===== src/tcb_pkg.sv =====
/*
 Shared constants and carrier types of the trace capture buffer.
 Assumes one 40 MHz clock and a 32-bit register port with 8-bit addresses.
*/
package tcb_pkg;
    // Bus and stream widths
    localparam int AW      = 8;
    localparam int DW      = 32;
    localparam int PA_W    = 40;
    localparam int ID_W    = 7;
    localparam int TD_W    = 25;
    localparam int PTR_W   = 16;
    localparam int RAM_AW  = 6;
    localparam int RAM_DEP = 64;
    localparam int PG_N    = 4;
    localparam int PG_IW   = 2;
    localparam int PG_OW   = 10;
    localparam int PFN_W   = 28;
    localparam int STS_W   = 3;
    localparam int CTL_W   = 5;

    // Trigger source id on the trace bus
    localparam logic [ID_W-1:0] TRIG_ID = 7'h7d;

    // Register offsets
    localparam logic [AW-1:0] OFS_CTRL  = 8'h00;
    localparam logic [AW-1:0] OFS_STS   = 8'h04;
    localparam logic [AW-1:0] OFS_MASK  = 8'h08;
    localparam logic [AW-1:0] OFS_BASEL = 8'h0c;
    localparam logic [AW-1:0] OFS_BASEH = 8'h10;
    localparam logic [AW-1:0] OFS_SIZE  = 8'h14;
    localparam logic [AW-1:0] OFS_WMARK = 8'h18;
    localparam logic [AW-1:0] OFS_WPTR  = 8'h1c;
    localparam logic [AW-1:0] OFS_FILL  = 8'h20;
    localparam logic [AW-1:0] OFS_RAMRD = 8'h24;
    localparam logic [3:0]    PG_SEL    = 4'h4;

    // Control bits
    localparam int C_EN   = 0;
    localparam int C_RAM  = 1;
    localparam int C_CIRC = 2;
    localparam int C_SCAT = 3;
    localparam int C_STOP = 4;

    // Status bits (sticky, write one to clear) and stopped (read only)
    localparam int S_WRAP  = 0;
    localparam int S_WMARK = 1;
    localparam int S_TRIG  = 2;
    localparam int S_STOPD = 3;

    // Reset values
    localparam logic [CTL_W-1:0] CTRL_RST = 5'h04;
    localparam logic [PTR_W-1:0] SIZE_RST = 16'h0040;

    typedef struct packed {
        logic [ID_W-1:0] id;
        logic [TD_W-1:0] data;
    } tcb_word_t;

    typedef struct packed {
        logic [CTL_W-1:0]            ctrl;
        logic [STS_W-1:0]            sts;
        logic [STS_W-1:0]            mask;
        logic [PA_W-1:0]             base;
        logic [PTR_W-1:0]            size;
        logic [PTR_W-1:0]            wmark;
        logic [PTR_W-1:0]            woff;
        logic [PTR_W-1:0]            fill;
        logic                        stopped;
        logic [PG_N-1:0][PFN_W-1:0]  pfn;
        logic [RAM_AW-1:0]           rptr;
        logic                        mvalid;
        logic [PA_W-1:0]             maddr;
        tcb_word_t                   mdata;
        logic [DW-1:0]               rdata;
    } tcb_state_t;
endpackage : tcb_pkg


===== src/tcb_capture.sv =====
/*
 Trace capture buffer: takes formatted words from the trace bus funnel,
 stores them in a local RAM or writes them to system memory.
 Assumes the memory side holds mem_valid until mem_ready, the trace side
 holds tr_valid until tr_ready, and software keeps SIZE within RAM depth
 in RAM mode and within four pages in scatter mode.
*/
`timescale 1ns/1ps
module tcb_capture #(
    parameter logic [3:0] STREAM_ID = 4'h1 // Arbitrary default
) (
    // Clock, enable, reset
    input  wire logic                    sys_clk,
    input  wire logic                    ce,
    input  wire logic                    rst_n,
    // Register port
    input  wire logic [tcb_pkg::AW-1:0]  reg_addr,
    input  wire logic [tcb_pkg::DW-1:0]  reg_wdata,
    input  wire logic                    reg_wr,
    input  wire logic                    reg_rd,
    output logic      [tcb_pkg::DW-1:0]  reg_rdata,
    // Trace bus input
    input  wire logic                    tr_valid,
    input  wire tcb_pkg::tcb_word_t      tr_word,
    output logic                         tr_ready,
    // Dedicated event 0 line
    input  wire logic                    evt0,
    // System memory write port
    output logic                         mem_valid,
    output logic      [tcb_pkg::PA_W-1:0] mem_addr,
    output tcb_pkg::tcb_word_t           mem_data,
    output logic      [3:0]              mem_stream,
    output logic                         mem_ns,
    input  wire logic                    mem_ready,
    // Interrupt
    output logic                         irq
);
    tcb_pkg::tcb_state_t s_q;
    tcb_pkg::tcb_state_t s_d;

    // Local trace RAM
    tcb_pkg::tcb_word_t ram [tcb_pkg::RAM_DEP];

    logic acc;
    logic is_trig;
    logic trig;
    logic store;
    logic last;
    logic to_ram;
    logic [tcb_pkg::PTR_W-1:0] fill_nx;
    logic [tcb_pkg::PG_IW-1:0] pg_idx;
    logic [tcb_pkg::PG_IW-1:0] wr_pg;

    // Accept while enabled and the memory slot is free or unused; stopped capture drains and drops input.
    // No handshake while frozen, else a word would be taken and never stored.
    assign to_ram   = s_q.ctrl[tcb_pkg::C_RAM];
    assign tr_ready = ce && s_q.ctrl[tcb_pkg::C_EN]
                      && (s_q.stopped || to_ram || !s_q.mvalid || mem_ready);
    assign acc      = tr_valid && tr_ready;
    assign is_trig  = acc && (tr_word.id == tcb_pkg::TRIG_ID);
    assign trig     = is_trig || evt0;
    assign store    = acc && !is_trig && !s_q.stopped;
    assign last     = s_q.woff == s_q.size - 16'h0001;
    assign fill_nx  = s_q.fill + 16'h0001;
    assign pg_idx   = s_q.woff[tcb_pkg::PG_OW +: tcb_pkg::PG_IW];
    assign wr_pg    = reg_addr[3:2];

    // Next-state logic
    always_comb begin
        s_d       = s_q;
        s_d.rdata = '0;
        if (mem_ready) begin
            s_d.mvalid = 1'b0;
        end

        // Register writes come first so a same-cycle event still sets
        if (reg_wr) begin
            if (reg_addr[7:4] == tcb_pkg::PG_SEL) begin
                s_d.pfn[wr_pg] = reg_wdata[tcb_pkg::PFN_W-1:0];
            end
            unique case (reg_addr)
                tcb_pkg::OFS_CTRL: begin
                    s_d.ctrl = reg_wdata[tcb_pkg::CTL_W-1:0];
                    // Fresh start on enable: empty buffer, capture running
                    if (reg_wdata[tcb_pkg::C_EN] && !s_q.ctrl[tcb_pkg::C_EN]) begin
                        s_d.woff    = '0;
                        s_d.fill    = '0;
                        s_d.stopped = 1'b0;
                    end
                end
                tcb_pkg::OFS_STS:   s_d.sts   = s_q.sts & ~reg_wdata[tcb_pkg::STS_W-1:0];
                tcb_pkg::OFS_MASK:  s_d.mask  = reg_wdata[tcb_pkg::STS_W-1:0];
                tcb_pkg::OFS_BASEL: s_d.base[31:0] = reg_wdata;
                tcb_pkg::OFS_BASEH: s_d.base[tcb_pkg::PA_W-1:32] = reg_wdata[7:0];
                tcb_pkg::OFS_SIZE:  s_d.size  = reg_wdata[tcb_pkg::PTR_W-1:0];
                tcb_pkg::OFS_WMARK: s_d.wmark = reg_wdata[tcb_pkg::PTR_W-1:0];
                tcb_pkg::OFS_RAMRD: s_d.rptr  = reg_wdata[tcb_pkg::RAM_AW-1:0];
                default: ;
            endcase
        end

        // Register reads, answered one cycle later
        if (reg_rd) begin
            if (reg_addr[7:4] == tcb_pkg::PG_SEL) begin
                s_d.rdata = {4'h0, s_q.pfn[wr_pg]};
            end
            unique case (reg_addr)
                tcb_pkg::OFS_CTRL:  s_d.rdata = {27'h0, s_q.ctrl};
                tcb_pkg::OFS_STS: begin
                    s_d.rdata = {28'h0, s_q.stopped, s_q.sts};
                end
                tcb_pkg::OFS_MASK:  s_d.rdata = {29'h0, s_q.mask};
                tcb_pkg::OFS_BASEL: s_d.rdata = s_q.base[31:0];
                tcb_pkg::OFS_BASEH: s_d.rdata = {24'h0, s_q.base[tcb_pkg::PA_W-1:32]};
                tcb_pkg::OFS_SIZE:  s_d.rdata = {16'h0, s_q.size};
                tcb_pkg::OFS_WMARK: s_d.rdata = {16'h0, s_q.wmark};
                tcb_pkg::OFS_WPTR:  s_d.rdata = {16'h0, s_q.woff};
                tcb_pkg::OFS_FILL:  s_d.rdata = {16'h0, s_q.fill};
                tcb_pkg::OFS_RAMRD: begin
                    // Read drains the RAM in order, pointer steps itself
                    s_d.rdata = ram[s_q.rptr];
                    s_d.rptr  = s_q.rptr + 6'h01;
                end
                default: ;
            endcase
        end

        // Store one formatted word
        if (store) begin
            if (!to_ram) begin
                s_d.mvalid = 1'b1;
                s_d.mdata  = tr_word;
                if (s_q.ctrl[tcb_pkg::C_SCAT]) begin
                    // Stage one here; stage two lies in the memory translation
                    s_d.maddr = {s_q.pfn[pg_idx], s_q.woff[tcb_pkg::PG_OW-1:0],
                                 2'b00};
                end else begin
                    s_d.maddr = s_q.base + {22'h0, s_q.woff, 2'b00};
                end
            end
            if (s_q.fill != s_q.size) begin
                s_d.fill = fill_nx;
            end
            if (fill_nx == s_q.wmark) begin
                s_d.sts[tcb_pkg::S_WMARK] = 1'b1;
            end
            if (last) begin
                s_d.woff = '0;
                if (s_q.ctrl[tcb_pkg::C_CIRC]) begin
                    s_d.sts[tcb_pkg::S_WRAP] = 1'b1;
                end else begin
                    // Linear mode ends when the buffer is full
                    s_d.stopped = 1'b1;
                end
            end else begin
                s_d.woff = s_q.woff + 16'h0001;
            end
        end

        // Stop event from the trace unit
        if (trig && s_q.ctrl[tcb_pkg::C_EN]) begin
            s_d.sts[tcb_pkg::S_TRIG] = 1'b1;
            if (s_q.ctrl[tcb_pkg::C_STOP]) begin
                s_d.stopped = 1'b1;
            end
        end
    end

    // State register; only the system reset clears it, warm reset not wired
    always_ff @(posedge sys_clk or negedge rst_n) begin
        if (!rst_n) begin
            s_q       <= '0;
            s_q.ctrl  <= tcb_pkg::CTRL_RST;
            s_q.size  <= tcb_pkg::SIZE_RST;
            s_q.wmark <= tcb_pkg::SIZE_RST;
        end else if (ce) begin
            s_q <= s_d;
        end
    end

    // RAM write, no reset on storage
    always_ff @(posedge sys_clk) begin
        if (ce && store && to_ram) begin
            ram[s_q.woff[tcb_pkg::RAM_AW-1:0]] <= tr_word;
        end
    end

    // Outputs
    assign reg_rdata  = s_q.rdata;
    assign mem_valid  = s_q.mvalid && ce; // Silent while frozen, no double write
    assign mem_addr   = s_q.maddr;
    assign mem_data   = s_q.mdata;
    assign mem_stream = STREAM_ID;
    assign mem_ns     = 1'b1;
    // Level line, fit for a shared interrupt input
    assign irq        = |(s_q.sts & s_q.mask);
endmodule : tcb_capture


===== config.mk =====
export PLATFORM = sky130hd
export DESIGN_NAME = tcb_capture
export DESIGN_NICKNAME = d
export VERILOG_FILES = /design/src/tcb_pkg.sv /design/src/tcb_capture.sv
export SDC_FILE = /design/constraint.sdc
export NUM_CORES = 2
export LEC_CHECK = 0
export BUFFER_PORTS_ARGS = -buffer_cell sky130_fd_sc_hd__buf_2
export CORE_MARGIN = 4
export CORE_UTILIZATION = 40
export DETAILED_ROUTE_END_ITERATION = 16
export PLACE_DENSITY_LB_ADDON = 0.08
export SYNTH_ARGS = -nofsm -noshare
export SYNTH_HDL_FRONTEND = slang
export SYNTH_SLANG_ARGS = --single-unit
export TNS_END_PERCENT = 5

===== constraint.sdc =====
create_clock -name sys_clk -period 5.1 [get_ports sys_clk]
set_clock_uncertainty 0.2 [all_clocks]
set_input_delay 0.51 -clock sys_clk [delete_from_list [all_inputs] [get_ports sys_clk]]
set_output_delay 0.51 -clock sys_clk [all_outputs]
set_load 0.03 [all_outputs]

==> results.sh <==
export IMPL_crit_fanout=19
export IMPL_detail_route_antenna_nets=0
export IMPL_cts_tree="built"
export IMPL_ys_ff_latch=2387
export IMPL_holdWs_ps=33.6
export IMPL_antenna_found_initial=18
export IMPL_dieArea_sq_um=253000
export IMPL_portBuffers=186
export IMPL_drv_slew=0
export IMPL_path_cells="nor4b_1 > or3b_1 > or3_1 > nor2_1 > nand3_1 > buf_4 > nor2_4 > buf_4"
export IMPL_drive_above_1_share_pct=30.4
export IMPL_syn_mean_instance_area_sq_um=18.8
export IMPL_p_leak_nw=38.2
export IMPL_status="finished clean"
export IMPL_start_util_pct=40.2
export IMPL_rows=181
export IMPL_wl_mm=320
export IMPL_hold_path_class="input port to register"
export IMPL_nets=5676
export IMPL_dp_hpwl_mm=206
export IMPL_setup_tns_ps=0
export IMPL_slew_headroom_pct=11.4
export IMPL_numCtsBuffers=284
export IMPL_cp_end_kind="register"
export IMPL_grt_start_max_net_pins=108
export IMPL_grtUsageTotal_pct=25.2
export IMPL_critPathMostFrequentCell="buf_4"
export IMPL_area_growth_pct=15.2
export IMPL_core_area_sq_um=243000
export IMPL_via_per_inst=5.93
export IMPL_die_y_um=503
export IMPL_critPathLaunchType="register"
export IMPL_clock_latency_ps=930
export IMPL_first_global_vias=53790
export IMPL_synth_cell_type_count=88
export IMPL_clkTransAtPathRegs_ps=60
export IMPL_drc=0
export IMPL_grt_pass1_wl_mm=444
export IMPL_hold_viol=0
export IMPL_wl_per_cell_um=35.7
export IMPL_ys_flop_type="edfxtp_1"
export IMPL_synth_edf_count=2048
export IMPL_worstPathArrival_ps=4670
export IMPL_dr_pass1_iters=6
export IMPL_root_buffer="clkbuf_16"
export IMPL_slowest_stage="or3_1"
export IMPL_yosysWarnings=0
export IMPL_p_per_area_nw_per_um2=385
export IMPL_vias=53294
export IMPL_cap_viol_max_count=0
export IMPL_die_x_um=503
export IMPL_drt_initial_drc_count=5669
export IMPL_worst_pin_slew_ps=1320
export IMPL_clkSinkCount=2387
export IMPL_critPathKind="register to register"
export IMPL_htreeDepth=5
export IMPL_rsz0062_at_grt="false"
export IMPL_syn_cell_area_sq_um=98000
export IMPL_cts_resized=0
export IMPL_max_stage_delay_ps=600
export IMPL_place_gp_congestion=0.933
export IMPL_period_share_pct=84.6
export IMPL_final_setup_viol_count=0
export IMPL_gr_total_overflow=0
export IMPL_netlist_instances=5201
export IMPL_period_minus_slack_ps=4310
export IMPL_required_ps=5460
export IMPL_clk_path_buf_depth=4
export IMPL_max_vdd_ir_drop_mv=0.288
export IMPL_crit_family="simple AND/OR/NAND/NOR gates"
export IMPL_fin_total_pwr_mw=43.4
export IMPL_num_io_pins=192
export IMPL_crit_buf_inv=2
export IMPL_fmax_ghz=0.232
export IMPL_async_reset_ff_share_pct=14.2
export IMPL_synth_seq_area_share_pct=71.4
export IMPL_fillers=20616
## final cells by class
type                            instances  area, sq um  share of cell area (%)
Multi-Input combinational cell       2367        26100                    23.1
Antenna cell                           11         27.5                  0.0244
Inverter                               25         96.3                  0.0854
Timing Repair Buffer                  510         3910                    3.47
Clock buffer                          360         7630                    6.76
Sequential cell                      2387        70000                    62.0
Clock inverter                        119         1080                   0.956
Tap cell                             3202         4010                    3.55
## cell families after synthesis
| logic type | after synthesis | synth area share (%) |
|---|---|---|
| XOR/XNOR | 90 | 0.805 |
| flip-flops | 2387 | 71.4 |
| adder cells (fa/ha/maj) | 22 | 0.286 |
| buffers and inverters | 450 | 2.45 |
| multiplexers | 921 | 17.4 |
| other | 2 | 0.00767 |
| AND/OR/NAND/NOR | 803 | 3.99 |
| AO/OA/AOI/OAI | 526 | 3.62 |
## registers in the layout (all words and copies together), names as in the netlist, named ones only
signal / cells
mem_data: 32
ram: 2048
s_q: 121
mem_addr: 40
reg_rdata: 32
pg_idx: 2
## per-layer routing
layer / GRT usage (%) / wire [um] / vias up
met2: 40.8 / 153000 / 2060
met4: 8.26 / 11700 / 2
met3: 4.31 / 20200 / 505
met1: 34.8 / 135000 / 28923
li1: - / - / 21804
met5: 0 / 13 / -
## metrics by stage
stage	utilization (%)	cell area [sq um]	worst slack [ps]	instances
2_1_floorplan	-	98000	961	5204
3_3_place_gp	42.5	104000	745	8436
3_5_place_dp	42.5	104000	730	8436
4_1_cts	46.3	113000	885	8969
5_1_grt	46.4	113000	711	8973
6_report	46.4	113000	785	8981
## worst reg2reg max path: cells and delay by family (launching register included)
kind	cells	cell delay [ps]
buffers and inverters	2	830
DFF	1	500
and+or+nand+nor	6	2390
## cell usage after synthesis (32+ instances only)
library cell,instances,area (sq um)
mux2i_1,125,1250
a211oi_1,38,285
nor2_1,154,578
buf_4,152,1140
edfxtp_1,2048,61500
mux4_2,605,13600
clkbuf_1,144,541
dfrtp_1,336,8410
a22oi_1,62,465
buf_2,92,460
xor2_1,46,403
mux2_2,191,2150
and3_1,32,200
o21ai_0,98,490
nand2_1,301,1130
nand3_1,88,440
a21oi_1,103,515
xnor2_1,44,385
nor3_1,55,275
## what timing repair did
item	4_1_cts	5_1_grt
hold buffers	54	0
endpoints found under the hold margin	345	0
setup buffers	0	0
## worst paths after layout
check                                   startpoint                        to  slack [ps]  cells past startpoint
setup / recovery              s_q[335]$_DFFE_PN0P_     ram[36][20]$_DFFE_PP_         790                      8
hold / removal                         tr_word[10]  mem_data[10]$_DFFE_PN0P_          30                      4
setup reg to reg              s_q[335]$_DFFE_PN0P_     ram[36][20]$_DFFE_PP_         790                      8
hold reg to reg            mem_addr[0]$_DFFE_PN0P_   mem_addr[0]$_DFFE_PN0P_         260                      2
max in group asynchronous                    rst_n   mem_data[1]$_DFFE_PN0P_        3440                      3
min in group asynchronous                    rst_n      s_q[268]$_DFFE_PN0P_         120                      2
## cells in the final DEF, fill, tap and decap left out, drive strengths merged, types with 27 or more instances in the layout
cell,count
nor3,63
nor2,159
dlygate4sd3,54
a31oi,27
clkbuf,360
mux2,191
nand2,302
nand4,30
dfrtp,336
o21ai,99
buf,456
a21oi,103
and3,32
mux4,605
a22oi,62
nand3,89
inv,31
o22ai,29
edfxtp,2048
mux2i,125
nor2b,29
xnor2,44
clkinv,89
a211oi,38
xor2,46
## power breakdown
part | switching (mW) | internal (mW) | total, mW
combinational | 1.65 | 0.945 | 2.60
sequential | 0.151 | 21.3 | 21.5
clock | 7.86 | 11.5 | 19.3
Power figures use the tool's default switching activity.
